`src/rtl/ds3pc_pkg.sv`:
```
// Constants for the port control register bank
`default_nettype none
package ds3pc_pkg;
    // Register offsets
    localparam logic [7:0]  ADDR_CTRL1    = 8'h40;
    localparam logic [7:0]  ADDR_CTRL2    = 8'h42;
    localparam logic [7:0]  ADDR_CTRL3    = 8'h44;
    localparam logic [7:0]  ADDR_CTRL4    = 8'h46;
    localparam logic [7:0]  ADDR_INV1     = 8'h4A;
    localparam logic [7:0]  ADDR_INV2     = 8'h4C;
    localparam logic [7:0]  ADDR_ISR      = 8'h50;
    localparam logic [7:0]  ADDR_STAT     = 8'h52;
    localparam logic [7:0]  ADDR_STATL    = 8'h54;
    localparam logic [7:0]  ADDR_STATIE   = 8'h56;
    // Writable bit masks
    localparam logic [15:0] MASK_CTRL1    = 16'h7EDF;
    localparam logic [15:0] MASK_CTRL2    = 16'hF738;
    localparam logic [15:0] MASK_CTRL3    = 16'h36FF;
    localparam logic [15:0] MASK_CTRL4    = 16'h07FF;
    localparam logic [15:0] MASK_INV      = 16'hFFFF;
    localparam logic [15:0] MASK_STAT     = 16'h000F;
    // Reset values
    localparam logic [15:0] RST_CTRL1     = 16'h0006;
    localparam logic [15:0] RST_ZERO      = 16'h0000;
    // Control 1 fields
    localparam int          PAS_MSB       = 14;
    localparam int          PAS_LSB       = 12;
    localparam int          LAS_MSB       = 11;
    localparam int          LAS_LSB       = 10;
    localparam int          BIT_PGEN      = 9;
    localparam int          BIT_MEI       = 7;
    localparam int          BIT_EISRC     = 6;
    localparam int          BIT_PUSRC     = 4;
    localparam int          BIT_PUPD      = 3;
    localparam int          BIT_PDN       = 2;
    localparam int          BIT_DPRST     = 1;
    localparam int          BIT_SRST      = 0;
    // Control 2 fields
    localparam int          BIT_TX_LINE_OUTPUT_ENABLE      = 15;
    localparam int          BIT_TTS       = 14;
    localparam int          BIT_PREAMP    = 13;
    localparam int          BIT_BLDOUT    = 12;
    localparam int          LIM_MSB       = 10;
    localparam int          LIM_LSB       = 8;
    localparam int          BIT_FM_E3     = 4;
    // Control 4 loopback field
    localparam int          LBS_MSB       = 10;
    localparam int          LBS_LSB       = 8;
    // Line code output values
    localparam logic [1:0]  CODE_ZS       = 2'h0;
    localparam logic [1:0]  CODE_AMI      = 2'h1;
    localparam logic [1:0]  CODE_UNI      = 2'h2;
    // Least datapath reset hold time
    localparam int          RST_HOLD_NS   = 100;
    localparam int          CLK_PERIOD_NS = 40;
    localparam int          RST_HOLD_CYC  = (RST_HOLD_NS + CLK_PERIOD_NS - 1) / CLK_PERIOD_NS;
endpackage
`default_nettype wire

```
`src/rtl/ds3pc_port_ctrl.sv`:
```
// Port control register bank with line, alarm and reset control
//
// Notes on behaviour
// - Payload all-ones forced per three-bit select
// - Code 110 combines conditions; 101 frame loss
// - Line alarm: auto, all-ones, AIS, or off
// - Line alarm overrides framer, even in loopback
// - Pattern generator gated by its enable bit
// - Enabled generator replaces system serial data
// - Manual inject rising edge makes one error
// - Error source: port bit or global
// - Counter update source: port bit or global
// - Update rising edge latches and clears counters
// - Done flag clears when selected update request falls
// - Power-down stops port clocks, defaults set
// - Datapath reset held, at least 100ns
// - Datapath reset bit set after any reset
// - Soft reset clears port, not itself
// - Port reset ORs soft, global, pin
// - Output enable low forces line outputs low
// - Tristate only acts while interface powered
// - Monitor pre-amp follows its bit
// - Build-out only in DS3 interface mode
// - Mode selects interface and attenuator placement
// - Zero-suppress-off bits choose B3ZS/HDB3 or AMI
//
// The implementer's own choice: the plain strobed port.
`default_nettype none
module ds3pc_port_ctrl (
    input  wire logic        REF_CLK_I,
    input  wire logic        RST_I,
    input  wire logic [7:0]  ADDR_I,
    input  wire logic [15:0] WDATA_I,
    input  wire logic        WR_I,
    input  wire logic        RD_I,
    output logic      [15:0] RDATA_O,
    input  wire logic        HW_RESET_N_I,
    input  wire logic        GLOBAL_SOFT_RESET_I,
    input  wire logic        GLOBAL_ERR_INJECT_I,
    input  wire logic        GLOBAL_PERF_UPDATE_I,
    input  wire logic        PERF_UPDATE_ACK_I,
    input  wire logic        SIGNAL_ABSENT_I,
    input  wire logic        FRAME_SYNC_LOST_I,
    input  wire logic        TX_ZERO_SUPPRESS_OFF_I,
    input  wire logic        RX_ZERO_SUPPRESS_OFF_I,
    input  wire logic        RX_PAYLOAD_I,
    output logic             RX_PAYLOAD_O,
    input  wire logic        TX_SYSTEM_SERIAL_IN_I,
    input  wire logic        TX_PATTERN_BIT_I,
    output logic             TX_PAYLOAD_O,
    input  wire logic        TX_FRAMER_POS_I,
    input  wire logic        TX_FRAMER_NEG_I,
    input  wire logic        TX_DS3_AIS_I,
    input  wire logic        TX_LINE_CLK_I,
    output logic             TX_POSITIVE_RAIL_O,
    output logic             TX_NEGATIVE_RAIL_O,
    output logic             TX_LINE_CLOCK_OUT_O,
    output logic             LINE_DRIVER_OE_O,
    output logic             LIU_ENABLE_O,
    output logic             JA_IN_TX_O,
    output logic             JA_IN_RX_O,
    output logic      [1:0]  LINE_CODE_O,
    output logic             PREAMP_EN_O,
    output logic             BUILDOUT_EN_O,
    output logic             PORT_CLK_EN_O,
    output logic             PATTERN_GEN_EN_O,
    output logic             ERR_INJECT_O,
    output logic             PERF_LATCH_O,
    output logic             DATAPATH_RESET_O,
    output logic             PORT_RESET_O
);
    // ------------------------------------------------------------
    // Reset combination
    // ------------------------------------------------------------
    logic        hw_n_meta_ff;
    logic        hw_n_sync_ff;
    logic [15:0] ctrl1_ff, ctrl2_ff, ctrl3_ff, ctrl4_ff;
    logic [15:0] inv1_ff, inv2_ff, statie_ff, statl_ff;
    logic        port_rst;
    logic        gen_rst;
    logic        wr_c1;

    // Pin reset passes two flops; stays asserted through RST_I
    always_ff @(posedge REF_CLK_I) begin
        if (RST_I) begin
            hw_n_meta_ff <= 1'b0;
            hw_n_sync_ff <= 1'b0;
        end else begin
            hw_n_meta_ff <= HW_RESET_N_I;
            hw_n_sync_ff <= hw_n_meta_ff;
        end
    end

    assign gen_rst  = RST_I | GLOBAL_SOFT_RESET_I | ~hw_n_sync_ff;
    assign port_rst = gen_rst | ctrl1_ff[ds3pc_pkg::BIT_SRST];
    assign wr_c1    = WR_I && (ADDR_I == ds3pc_pkg::ADDR_CTRL1);

    // ------------------------------------------------------------
    // Register file
    // ------------------------------------------------------------
    // Soft reset bit is cleared by the other reset sources or a Control 1 write, not by itself
    always_ff @(posedge REF_CLK_I) begin
        if (gen_rst) begin
            ctrl1_ff[ds3pc_pkg::BIT_SRST] <= 1'b0;
        end else if (wr_c1) begin
            ctrl1_ff[ds3pc_pkg::BIT_SRST] <= WDATA_I[ds3pc_pkg::BIT_SRST];
        end
        if (port_rst) begin
            ctrl1_ff[15:1] <= ds3pc_pkg::RST_CTRL1[15:1];
        end else if (wr_c1) begin
            ctrl1_ff[15:1] <= WDATA_I[15:1] & ds3pc_pkg::MASK_CTRL1[15:1];
        end
    end

    always_ff @(posedge REF_CLK_I) begin
        if (port_rst) begin
            ctrl2_ff  <= ds3pc_pkg::RST_ZERO;
            ctrl3_ff  <= ds3pc_pkg::RST_ZERO;
            ctrl4_ff  <= ds3pc_pkg::RST_ZERO;
            inv1_ff   <= ds3pc_pkg::RST_ZERO;
            inv2_ff   <= ds3pc_pkg::RST_ZERO;
            statie_ff <= ds3pc_pkg::RST_ZERO;
        end else if (WR_I) begin
            unique case (ADDR_I)
                ds3pc_pkg::ADDR_CTRL2:  ctrl2_ff  <= WDATA_I & ds3pc_pkg::MASK_CTRL2;
                ds3pc_pkg::ADDR_CTRL3:  ctrl3_ff  <= WDATA_I & ds3pc_pkg::MASK_CTRL3;
                ds3pc_pkg::ADDR_CTRL4:  ctrl4_ff  <= WDATA_I & ds3pc_pkg::MASK_CTRL4;
                ds3pc_pkg::ADDR_INV1:   inv1_ff   <= WDATA_I & ds3pc_pkg::MASK_INV;
                ds3pc_pkg::ADDR_INV2:   inv2_ff   <= WDATA_I & ds3pc_pkg::MASK_INV;
                ds3pc_pkg::ADDR_STATIE: statie_ff <= WDATA_I & ds3pc_pkg::MASK_STAT;
                default: ;
            endcase
        end
    end

    // ------------------------------------------------------------
    // Field decode
    // ------------------------------------------------------------
    logic [2:0] pas, lim, lbs;
    logic [1:0] las;
    logic       e3_mode, line_loopback, payload_loopback, diagnostic_loopback, liu_on, unipolar;
    assign pas      = ctrl1_ff[ds3pc_pkg::PAS_MSB:ds3pc_pkg::PAS_LSB];
    assign las      = ctrl1_ff[ds3pc_pkg::LAS_MSB:ds3pc_pkg::LAS_LSB];
    assign lim      = ctrl2_ff[ds3pc_pkg::LIM_MSB:ds3pc_pkg::LIM_LSB];
    assign lbs      = ctrl4_ff[ds3pc_pkg::LBS_MSB:ds3pc_pkg::LBS_LSB];
    assign e3_mode  = ctrl2_ff[ds3pc_pkg::BIT_FM_E3];
    assign line_loopback      = (lbs == 3'h2) || (lbs == 3'h6);
    assign payload_loopback      = (lbs == 3'h3);
    assign diagnostic_loopback      = lbs[2];
    assign unipolar = lim[2];
    assign liu_on   = !unipolar && (lim != 3'h0);

    // ------------------------------------------------------------
    // Receive payload alarm
    // ------------------------------------------------------------
    logic llb_nd, los_nd, pay_alarm;
    assign llb_nd = line_loopback && !diagnostic_loopback;
    assign los_nd = SIGNAL_ABSENT_I && !diagnostic_loopback;
    always_comb begin
        unique case (pas)
            3'h0:    pay_alarm = 1'b1;
            3'h1:    pay_alarm = llb_nd;
            3'h2:    pay_alarm = payload_loopback;
            3'h3:    pay_alarm = llb_nd || payload_loopback;
            3'h4:    pay_alarm = los_nd;
            3'h5:    pay_alarm = FRAME_SYNC_LOST_I;
            3'h6:    pay_alarm = FRAME_SYNC_LOST_I || SIGNAL_ABSENT_I || llb_nd || payload_loopback;
            default: pay_alarm = 1'b0;
        endcase
    end

    always_ff @(posedge REF_CLK_I) begin
        if (port_rst) begin
            RX_PAYLOAD_O <= 1'b1;
        end else begin
            RX_PAYLOAD_O <= pay_alarm | RX_PAYLOAD_I;
        end
    end

    // ------------------------------------------------------------
    // Transmit payload and line outputs
    // ------------------------------------------------------------
    logic line_alarm, alarm_bit, tx_line_output_enable;
    assign line_alarm = (las == 2'h1) || (las == 2'h2) || ((las == 2'h0) && diagnostic_loopback);
    assign alarm_bit  = (las == 2'h1) || e3_mode || TX_DS3_AIS_I;
    assign tx_line_output_enable       = ctrl2_ff[ds3pc_pkg::BIT_TX_LINE_OUTPUT_ENABLE];

    always_ff @(posedge REF_CLK_I) begin
        if (port_rst) begin
            TX_PAYLOAD_O <= 1'b0;
        end else if (ctrl1_ff[ds3pc_pkg::BIT_PGEN]) begin
            TX_PAYLOAD_O <= TX_PATTERN_BIT_I;
        end else begin
            TX_PAYLOAD_O <= TX_SYSTEM_SERIAL_IN_I;
        end
    end

    // Alarm wins over framer data regardless of loopback state
    always_ff @(posedge REF_CLK_I) begin
        if (port_rst || !tx_line_output_enable) begin
            TX_POSITIVE_RAIL_O  <= 1'b0;
            TX_NEGATIVE_RAIL_O  <= 1'b0;
            TX_LINE_CLOCK_OUT_O <= 1'b0;
        end else begin
            TX_LINE_CLOCK_OUT_O <= TX_LINE_CLK_I;
            if (line_alarm) begin
                TX_POSITIVE_RAIL_O <= alarm_bit;
                TX_NEGATIVE_RAIL_O <= 1'b0;
            end else begin
                TX_POSITIVE_RAIL_O <= TX_FRAMER_POS_I;
                TX_NEGATIVE_RAIL_O <= TX_FRAMER_NEG_I;
            end
        end
    end

    // ------------------------------------------------------------
    // Line interface controls
    // ------------------------------------------------------------
    logic [1:0] nxt_code;
    always_comb begin
        if (unipolar) begin
            nxt_code = ds3pc_pkg::CODE_UNI;
        end else if (TX_ZERO_SUPPRESS_OFF_I && RX_ZERO_SUPPRESS_OFF_I) begin
            nxt_code = ds3pc_pkg::CODE_AMI;
        end else begin
            nxt_code = ds3pc_pkg::CODE_ZS;
        end
    end

    always_ff @(posedge REF_CLK_I) begin
        if (port_rst) begin
            LINE_DRIVER_OE_O <= 1'b0;
            LIU_ENABLE_O     <= 1'b0;
            JA_IN_TX_O       <= 1'b0;
            JA_IN_RX_O       <= 1'b0;
            LINE_CODE_O      <= ds3pc_pkg::CODE_ZS;
            PREAMP_EN_O      <= 1'b0;
            BUILDOUT_EN_O    <= 1'b0;
            PORT_CLK_EN_O    <= 1'b0;
            PATTERN_GEN_EN_O <= 1'b0;
        end else begin
            LINE_DRIVER_OE_O <= liu_on && !ctrl2_ff[ds3pc_pkg::BIT_TTS];
            LIU_ENABLE_O     <= liu_on;
            JA_IN_TX_O       <= (lim == 3'h2);
            JA_IN_RX_O       <= (lim == 3'h3);
            LINE_CODE_O      <= nxt_code;
            PREAMP_EN_O      <= ctrl2_ff[ds3pc_pkg::BIT_PREAMP];
            BUILDOUT_EN_O    <= ctrl2_ff[ds3pc_pkg::BIT_BLDOUT] && liu_on && !e3_mode;
            PORT_CLK_EN_O    <= !ctrl1_ff[ds3pc_pkg::BIT_PDN];
            PATTERN_GEN_EN_O <= ctrl1_ff[ds3pc_pkg::BIT_PGEN]
                                && !ctrl1_ff[ds3pc_pkg::BIT_PDN];
        end
    end

    // ------------------------------------------------------------
    // Error injection and counter update triggers
    // ------------------------------------------------------------
    logic mei_d_ff, gei_d_ff, pu_d_ff, gpu_d_ff, done_ff;
    logic pu_src, pu_req;
    assign pu_src = ctrl1_ff[ds3pc_pkg::BIT_PUSRC];
    assign pu_req = pu_src ? GLOBAL_PERF_UPDATE_I : ctrl1_ff[ds3pc_pkg::BIT_PUPD];

    always_ff @(posedge REF_CLK_I) begin
        if (port_rst) begin
            mei_d_ff     <= 1'b0;
            gei_d_ff     <= 1'b0;
            pu_d_ff      <= 1'b0;
            gpu_d_ff     <= 1'b0;
            ERR_INJECT_O <= 1'b0;
            PERF_LATCH_O <= 1'b0;
        end else begin
            mei_d_ff <= ctrl1_ff[ds3pc_pkg::BIT_MEI];
            gei_d_ff <= GLOBAL_ERR_INJECT_I;
            pu_d_ff  <= ctrl1_ff[ds3pc_pkg::BIT_PUPD];
            gpu_d_ff <= GLOBAL_PERF_UPDATE_I;
            if (ctrl1_ff[ds3pc_pkg::BIT_EISRC]) begin
                ERR_INJECT_O <= GLOBAL_ERR_INJECT_I && !gei_d_ff;
            end else begin
                ERR_INJECT_O <= ctrl1_ff[ds3pc_pkg::BIT_MEI] && !mei_d_ff;
            end
            if (pu_src) begin
                PERF_LATCH_O <= GLOBAL_PERF_UPDATE_I && !gpu_d_ff;
            end else begin
                PERF_LATCH_O <= ctrl1_ff[ds3pc_pkg::BIT_PUPD] && !pu_d_ff;
            end
        end
    end

    // Done flag: set by counter ack while request high, dropped with it
    always_ff @(posedge REF_CLK_I) begin
        if (port_rst || !pu_req) begin
            done_ff <= 1'b0;
        end else if (PERF_UPDATE_ACK_I) begin
            done_ff <= 1'b1;
        end
    end

    // ------------------------------------------------------------
    // Datapath reset with least hold
    // ------------------------------------------------------------
    // Stretch guards against a too-short software pulse
    logic [1:0] hold_cnt_ff;
    logic       dp_req;
    assign dp_req = port_rst | ctrl1_ff[ds3pc_pkg::BIT_DPRST];

    always_ff @(posedge REF_CLK_I) begin
        if (dp_req) begin
            hold_cnt_ff <= 2'(ds3pc_pkg::RST_HOLD_CYC);
        end else if (hold_cnt_ff != 2'h0) begin
            hold_cnt_ff <= hold_cnt_ff - 2'h1;
        end
    end

    always_ff @(posedge REF_CLK_I) begin
        DATAPATH_RESET_O <= dp_req || (hold_cnt_ff != 2'h0);
        PORT_RESET_O     <= port_rst;
    end

    // ------------------------------------------------------------
    // Status and read port
    // ------------------------------------------------------------
    logic [15:0] stat, stat_d_ff, rd_mux;
    logic        clr_l;
    assign stat  = {12'h000, DATAPATH_RESET_O, FRAME_SYNC_LOST_I, SIGNAL_ABSENT_I, done_ff};
    assign clr_l = WR_I && (ADDR_I == ds3pc_pkg::ADDR_STATL);

    // New rising status wins over a same-cycle clear
    always_ff @(posedge REF_CLK_I) begin
        if (port_rst) begin
            stat_d_ff <= ds3pc_pkg::RST_ZERO;
            statl_ff  <= ds3pc_pkg::RST_ZERO;
        end else begin
            stat_d_ff <= stat;
            statl_ff  <= ((clr_l ? statl_ff & ~WDATA_I : statl_ff)
                         | (stat & ~stat_d_ff)) & ds3pc_pkg::MASK_STAT;
        end
    end

    always_comb begin
        unique case (ADDR_I)
            ds3pc_pkg::ADDR_CTRL1:  rd_mux = ctrl1_ff;
            ds3pc_pkg::ADDR_CTRL2:  rd_mux = ctrl2_ff;
            ds3pc_pkg::ADDR_CTRL3:  rd_mux = ctrl3_ff;
            ds3pc_pkg::ADDR_CTRL4:  rd_mux = ctrl4_ff;
            ds3pc_pkg::ADDR_INV1:   rd_mux = inv1_ff;
            ds3pc_pkg::ADDR_INV2:   rd_mux = inv2_ff;
            ds3pc_pkg::ADDR_ISR:    rd_mux = {15'h0000, |(statl_ff & statie_ff)};
            ds3pc_pkg::ADDR_STAT:   rd_mux = stat;
            ds3pc_pkg::ADDR_STATL:  rd_mux = statl_ff;
            ds3pc_pkg::ADDR_STATIE: rd_mux = statie_ff;
            default:                rd_mux = 16'h0000;
        endcase
    end

    always_ff @(posedge REF_CLK_I) begin
        if (RST_I || !RD_I) begin
            RDATA_O <= 16'h0000;
        end else begin
            RDATA_O <= rd_mux;
        end
    end
endmodule
`default_nettype wire

```
`config.mk`:
```
export PLATFORM = sky130hd
export DESIGN_NAME = ds3pc_port_ctrl
export DESIGN_NICKNAME = d
export VERILOG_FILES = /design/src/rtl/ds3pc_pkg.sv /design/src/rtl/ds3pc_port_ctrl.sv
export SDC_FILE = /design/constraint.sdc
export NUM_CORES = 1
export LEC_CHECK = 0
export BUFFER_PORTS_ARGS = -buffer_cell sky130_fd_sc_hd__buf_2
export CORE_AREA = 3 3 95 165
export DETAILED_ROUTE_END_ITERATION = 8
export DIE_AREA = 0 0 98 168
export HOLD_SLACK_MARGIN = 0.12
export MAX_ROUTING_LAYER = met4
export SLEW_MARGIN = 10
export SYNTH_ARGS = -nofsm -noshare
export SYNTH_HDL_FRONTEND = slang
export SYNTH_SLANG_ARGS = --single-unit
```
`constraint.sdc`:
```
create_clock -name REF_CLK_I -period 2.5 [get_ports REF_CLK_I]
set_clock_uncertainty 0.1 [all_clocks]
set_input_delay 0.125 -clock REF_CLK_I [delete_from_list [all_inputs] [get_ports REF_CLK_I]]
set_output_delay 0.125 -clock REF_CLK_I [all_outputs]
set_load 0.01 [all_outputs]
```
==> impl_metrics.env <==
export IMPL_async_reset_ff_frac=0
export IMPL_max_stage_delay_ps=560
export IMPL_fin_ws_ps=91.7
export IMPL_die_area_mm2=0.0165
export IMPL_status="completed"
export IMPL_coreArea_mm2=0.0144
export IMPL_cts_buffers=17
export IMPL_cp_num_buf_inv=5
export IMPL_critPathRequiredTime_ps=2700
export IMPL_min_path_type="in2reg"
export IMPL_cp_start_kind="input port"
export IMPL_nFillCells=1341
export IMPL_fmax_mhz=415
export IMPL_ios=79
export IMPL_route_antenna_remaining_nets=0
export IMPL_setup_violations=0
export IMPL_synth_ff_type="dfxtp_1"
export IMPL_cp_end_kind="register"
export IMPL_clkTransAtPathRegs_ps=60
export IMPL_die_w_um=98
export IMPL_synth_edf_count=0
export IMPL_place_hpwl_um=10500
export IMPL_yosysSeqAreaShare=0.493
export IMPL_crit_type="in2reg"
export IMPL_drc_errors=0
export IMPL_rows=58
export IMPL_crit_family="buffers and inverters"
export IMPL_numPortBuffers=78
export IMPL_chipHeight_um=168
export IMPL_cts_tree="done"
export IMPL_fin_area_mm2=0.00702
export IMPL_power_leakage_nw=3.20
export IMPL_power_per_cell_area_mw_per_mm2=697
export IMPL_drive_gt1_frac=0.212
export IMPL_hold_viol=0
export IMPL_drt_iter0_markers=261
export IMPL_final_setup_tns_ps=0
export IMPL_clockBufferDepth=2
export IMPL_htreeDepth=4
export IMPL_grt_setup_unrepaired="no"
export IMPL_crit_path_cell_trace="dlygate4sd3_1 > buf_2 > or3b_2 > nor2_2 > inv_2 > buf_12 > nor2_1 > o211ai_1 > dlygate4sd3_1"
export IMPL_syn_inst=546
export IMPL_synth_seq_cells=134
export IMPL_viasPerCell=5.18
export IMPL_nNetsFinal=708
export IMPL_netlist_area_mm2=0.00545
export IMPL_syn_to_final_growth_pct=28.8
export IMPL_gr_total_overflow=0
export IMPL_fin_crit_ps=2410
export IMPL_grt_start_max_net_pins=93
export IMPL_worst_path_max_fanout=92
export IMPL_cts_root_buf="clkbuf_16"
export IMPL_avgSynthCellArea_um2=9.98
export IMPL_clock_latency_ps=410
export IMPL_initial_utilization=0.377
export IMPL_place_ws_ps=460
export IMPL_finalMaxSlewViolations=0
export IMPL_wl_per_cell_um=17.5
export IMPL_yosysUniqueCellTypes=54
export IMPL_grt_use_total=0.193
export IMPL_relSlewSlack=0.645
export IMPL_crit_arrival_ps=2610
export IMPL_wl_um=14900
export IMPL_vias=4421
export IMPL_place_gp_congestion=0.868
export IMPL_ir_worst_vdd_uv=425
export IMPL_synth_nets=593
export IMPL_hold_ws_ps=156
export IMPL_grt_pass1_wl_um=24400
export IMPL_crit_top_cell="dlygate4sd3_1"
export IMPL_post_route_period_util=0.963
export IMPL_maxCapViolCount=0
export IMPL_tightest_slew_ps=532
export IMPL_cts_sinks=134
export IMPL_first_global_vias=4641
export IMPL_antenna_found_initial=0
export IMPL_ys_warn_count=0
export IMPL_cpMaxStageDelayCell="dlygate4sd3_1"
export IMPL_dr_pass1_iters=5
export IMPL_place_area_mm2=0.00603
export IMPL_num_antenna_cells=0
## sequential cells by signal, indices dropped and copies added (netlist names), 2 cells and up
register and flops:
RDATA_O 16, inv1_ff 16, inv2_ff 16, ctrl1_ff 13, ctrl3_ff 12, ctrl4_ff 11, ctrl2_ff 10, stat_d_ff 4
statie_ff 4, statl_ff 4, LINE_CODE_O 2, hold_cnt_ff 2
## per-stage QoR
stage,utilization,power [mW],std cells
after floorplan,-,2.27,546
after global placement,0.418,2.36,785
after detailed placement,0.418,2.36,785
after CTS,0.486,4.94,854
after global routing,0.486,5.06,854
final,0.486,4.89,854
## routing by layer
| layer | global-route usage | share of wire | wire (µm) | up-vias |
|---|---|---|---|---|
| met2 | 0.337 | 0.52 | 7840 | 148 |
| met4 | 0.0892 | 0.032 | 484 | 0 |
| met1 | 0.208 | 0.40 | 5980 | 2095 |
| met3 | 0.0402 | 0.043 | 636 | 39 |
| li1 | - | - | - | 2139 |
| met5 | - | 0 | 0 | - |
## Yosys cell counts (all sizes together), types with 5 or more instances
master | n | area share
a211oi | 5 | 0.0069
a21oi | 16 | 0.015
a22o | 7 | 0.011
a22oi | 8 | 0.011
a31oi | 6 | 0.0069
and2 | 10 | 0.011
and3 | 5 | 0.0057
buf | 15 | 0.017
clkbuf | 19 | 0.013
dfxtp | 134 | 0.49
inv | 12 | 0.0083
mux2 | 5 | 0.010
mux2i | 93 | 0.17
nand2 | 22 | 0.015
nand2b | 5 | 0.0057
nand3 | 12 | 0.019
nor2 | 106 | 0.073
nor2b | 8 | 0.0092
o21ai | 6 | 0.0055
## worst paths after layout
kind | start | end | slack (ps) | cells after the start
min | ADDR_I[5] | RDATA_O[0] | 160 | 4
max reg2reg | hw_n_sync_ff | RX_PAYLOAD_O | 180 | 7
max | RST_I | RX_PAYLOAD_O | 90 | 9
min reg2reg | hw_n_meta_ff | hw_n_sync_ff | 350 | 1
## layout make-up
| class | count | area [µm²] | area share |
|---|---|---|---|
| Inverter | 12 | 45.0 | 0.00642 |
| Timing Repair Buffer | 130 | 898 | 0.128 |
| Multi-Input combinational cell | 366 | 2550 | 0.364 |
| Tap cell | 180 | 225 | 0.0321 |
| Clock buffer | 20 | 457 | 0.0651 |
| Clock inverter | 12 | 153 | 0.0218 |
| Sequential cell | 134 | 2680 | 0.382 |
## worst min-delay path, stage by stage
cell	delay [ps]
buf_2	120
nor3b_1	100
nand3_1	200
a31oi_1	70
## timing repair
item / CTS / global route
hold buffers: 37 / 0
endpoints found under the hold margin: 105 / 0
resized for setup: 0 / 1
endpoints found under the setup margin: 0 / 1
buffers inserted: 0 / 0
## power by group
group / total (mW) / internal (mW) / switching, mW
clock network: 2.53 / 1.62 / 0.915
logic: 0.218 / 0.0987 / 0.120
registers: 2.14 / 2.14 / 0.00126
total: 4.89 / 3.85 / 1.04
## layout by cell type (no fill, tap or decap), types with 11 or more instances in the layout
master,count
a21oi_1,16
buf_2,78
buf_4,13
clkbuf_16,17
dfxtp_1,134
dlygate4sd3_1,37
inv_1,11
mux2i_1,93
nand2_1,22
nor2_1,105
## logic make-up after synthesis
kind of cell	count (synthesis)	synth area share
and+or+nand+nor	193	0.186
DFF	134	0.493
xor gates and xnor gates	2	0.00322
AOI/OAI and AO/OA	70	0.0917
adders and majority gates	3	0.00689
muxes	98	0.181
buffers and inverters	46	0.0388
Note: power is estimated with default switching activity, not from simulation.
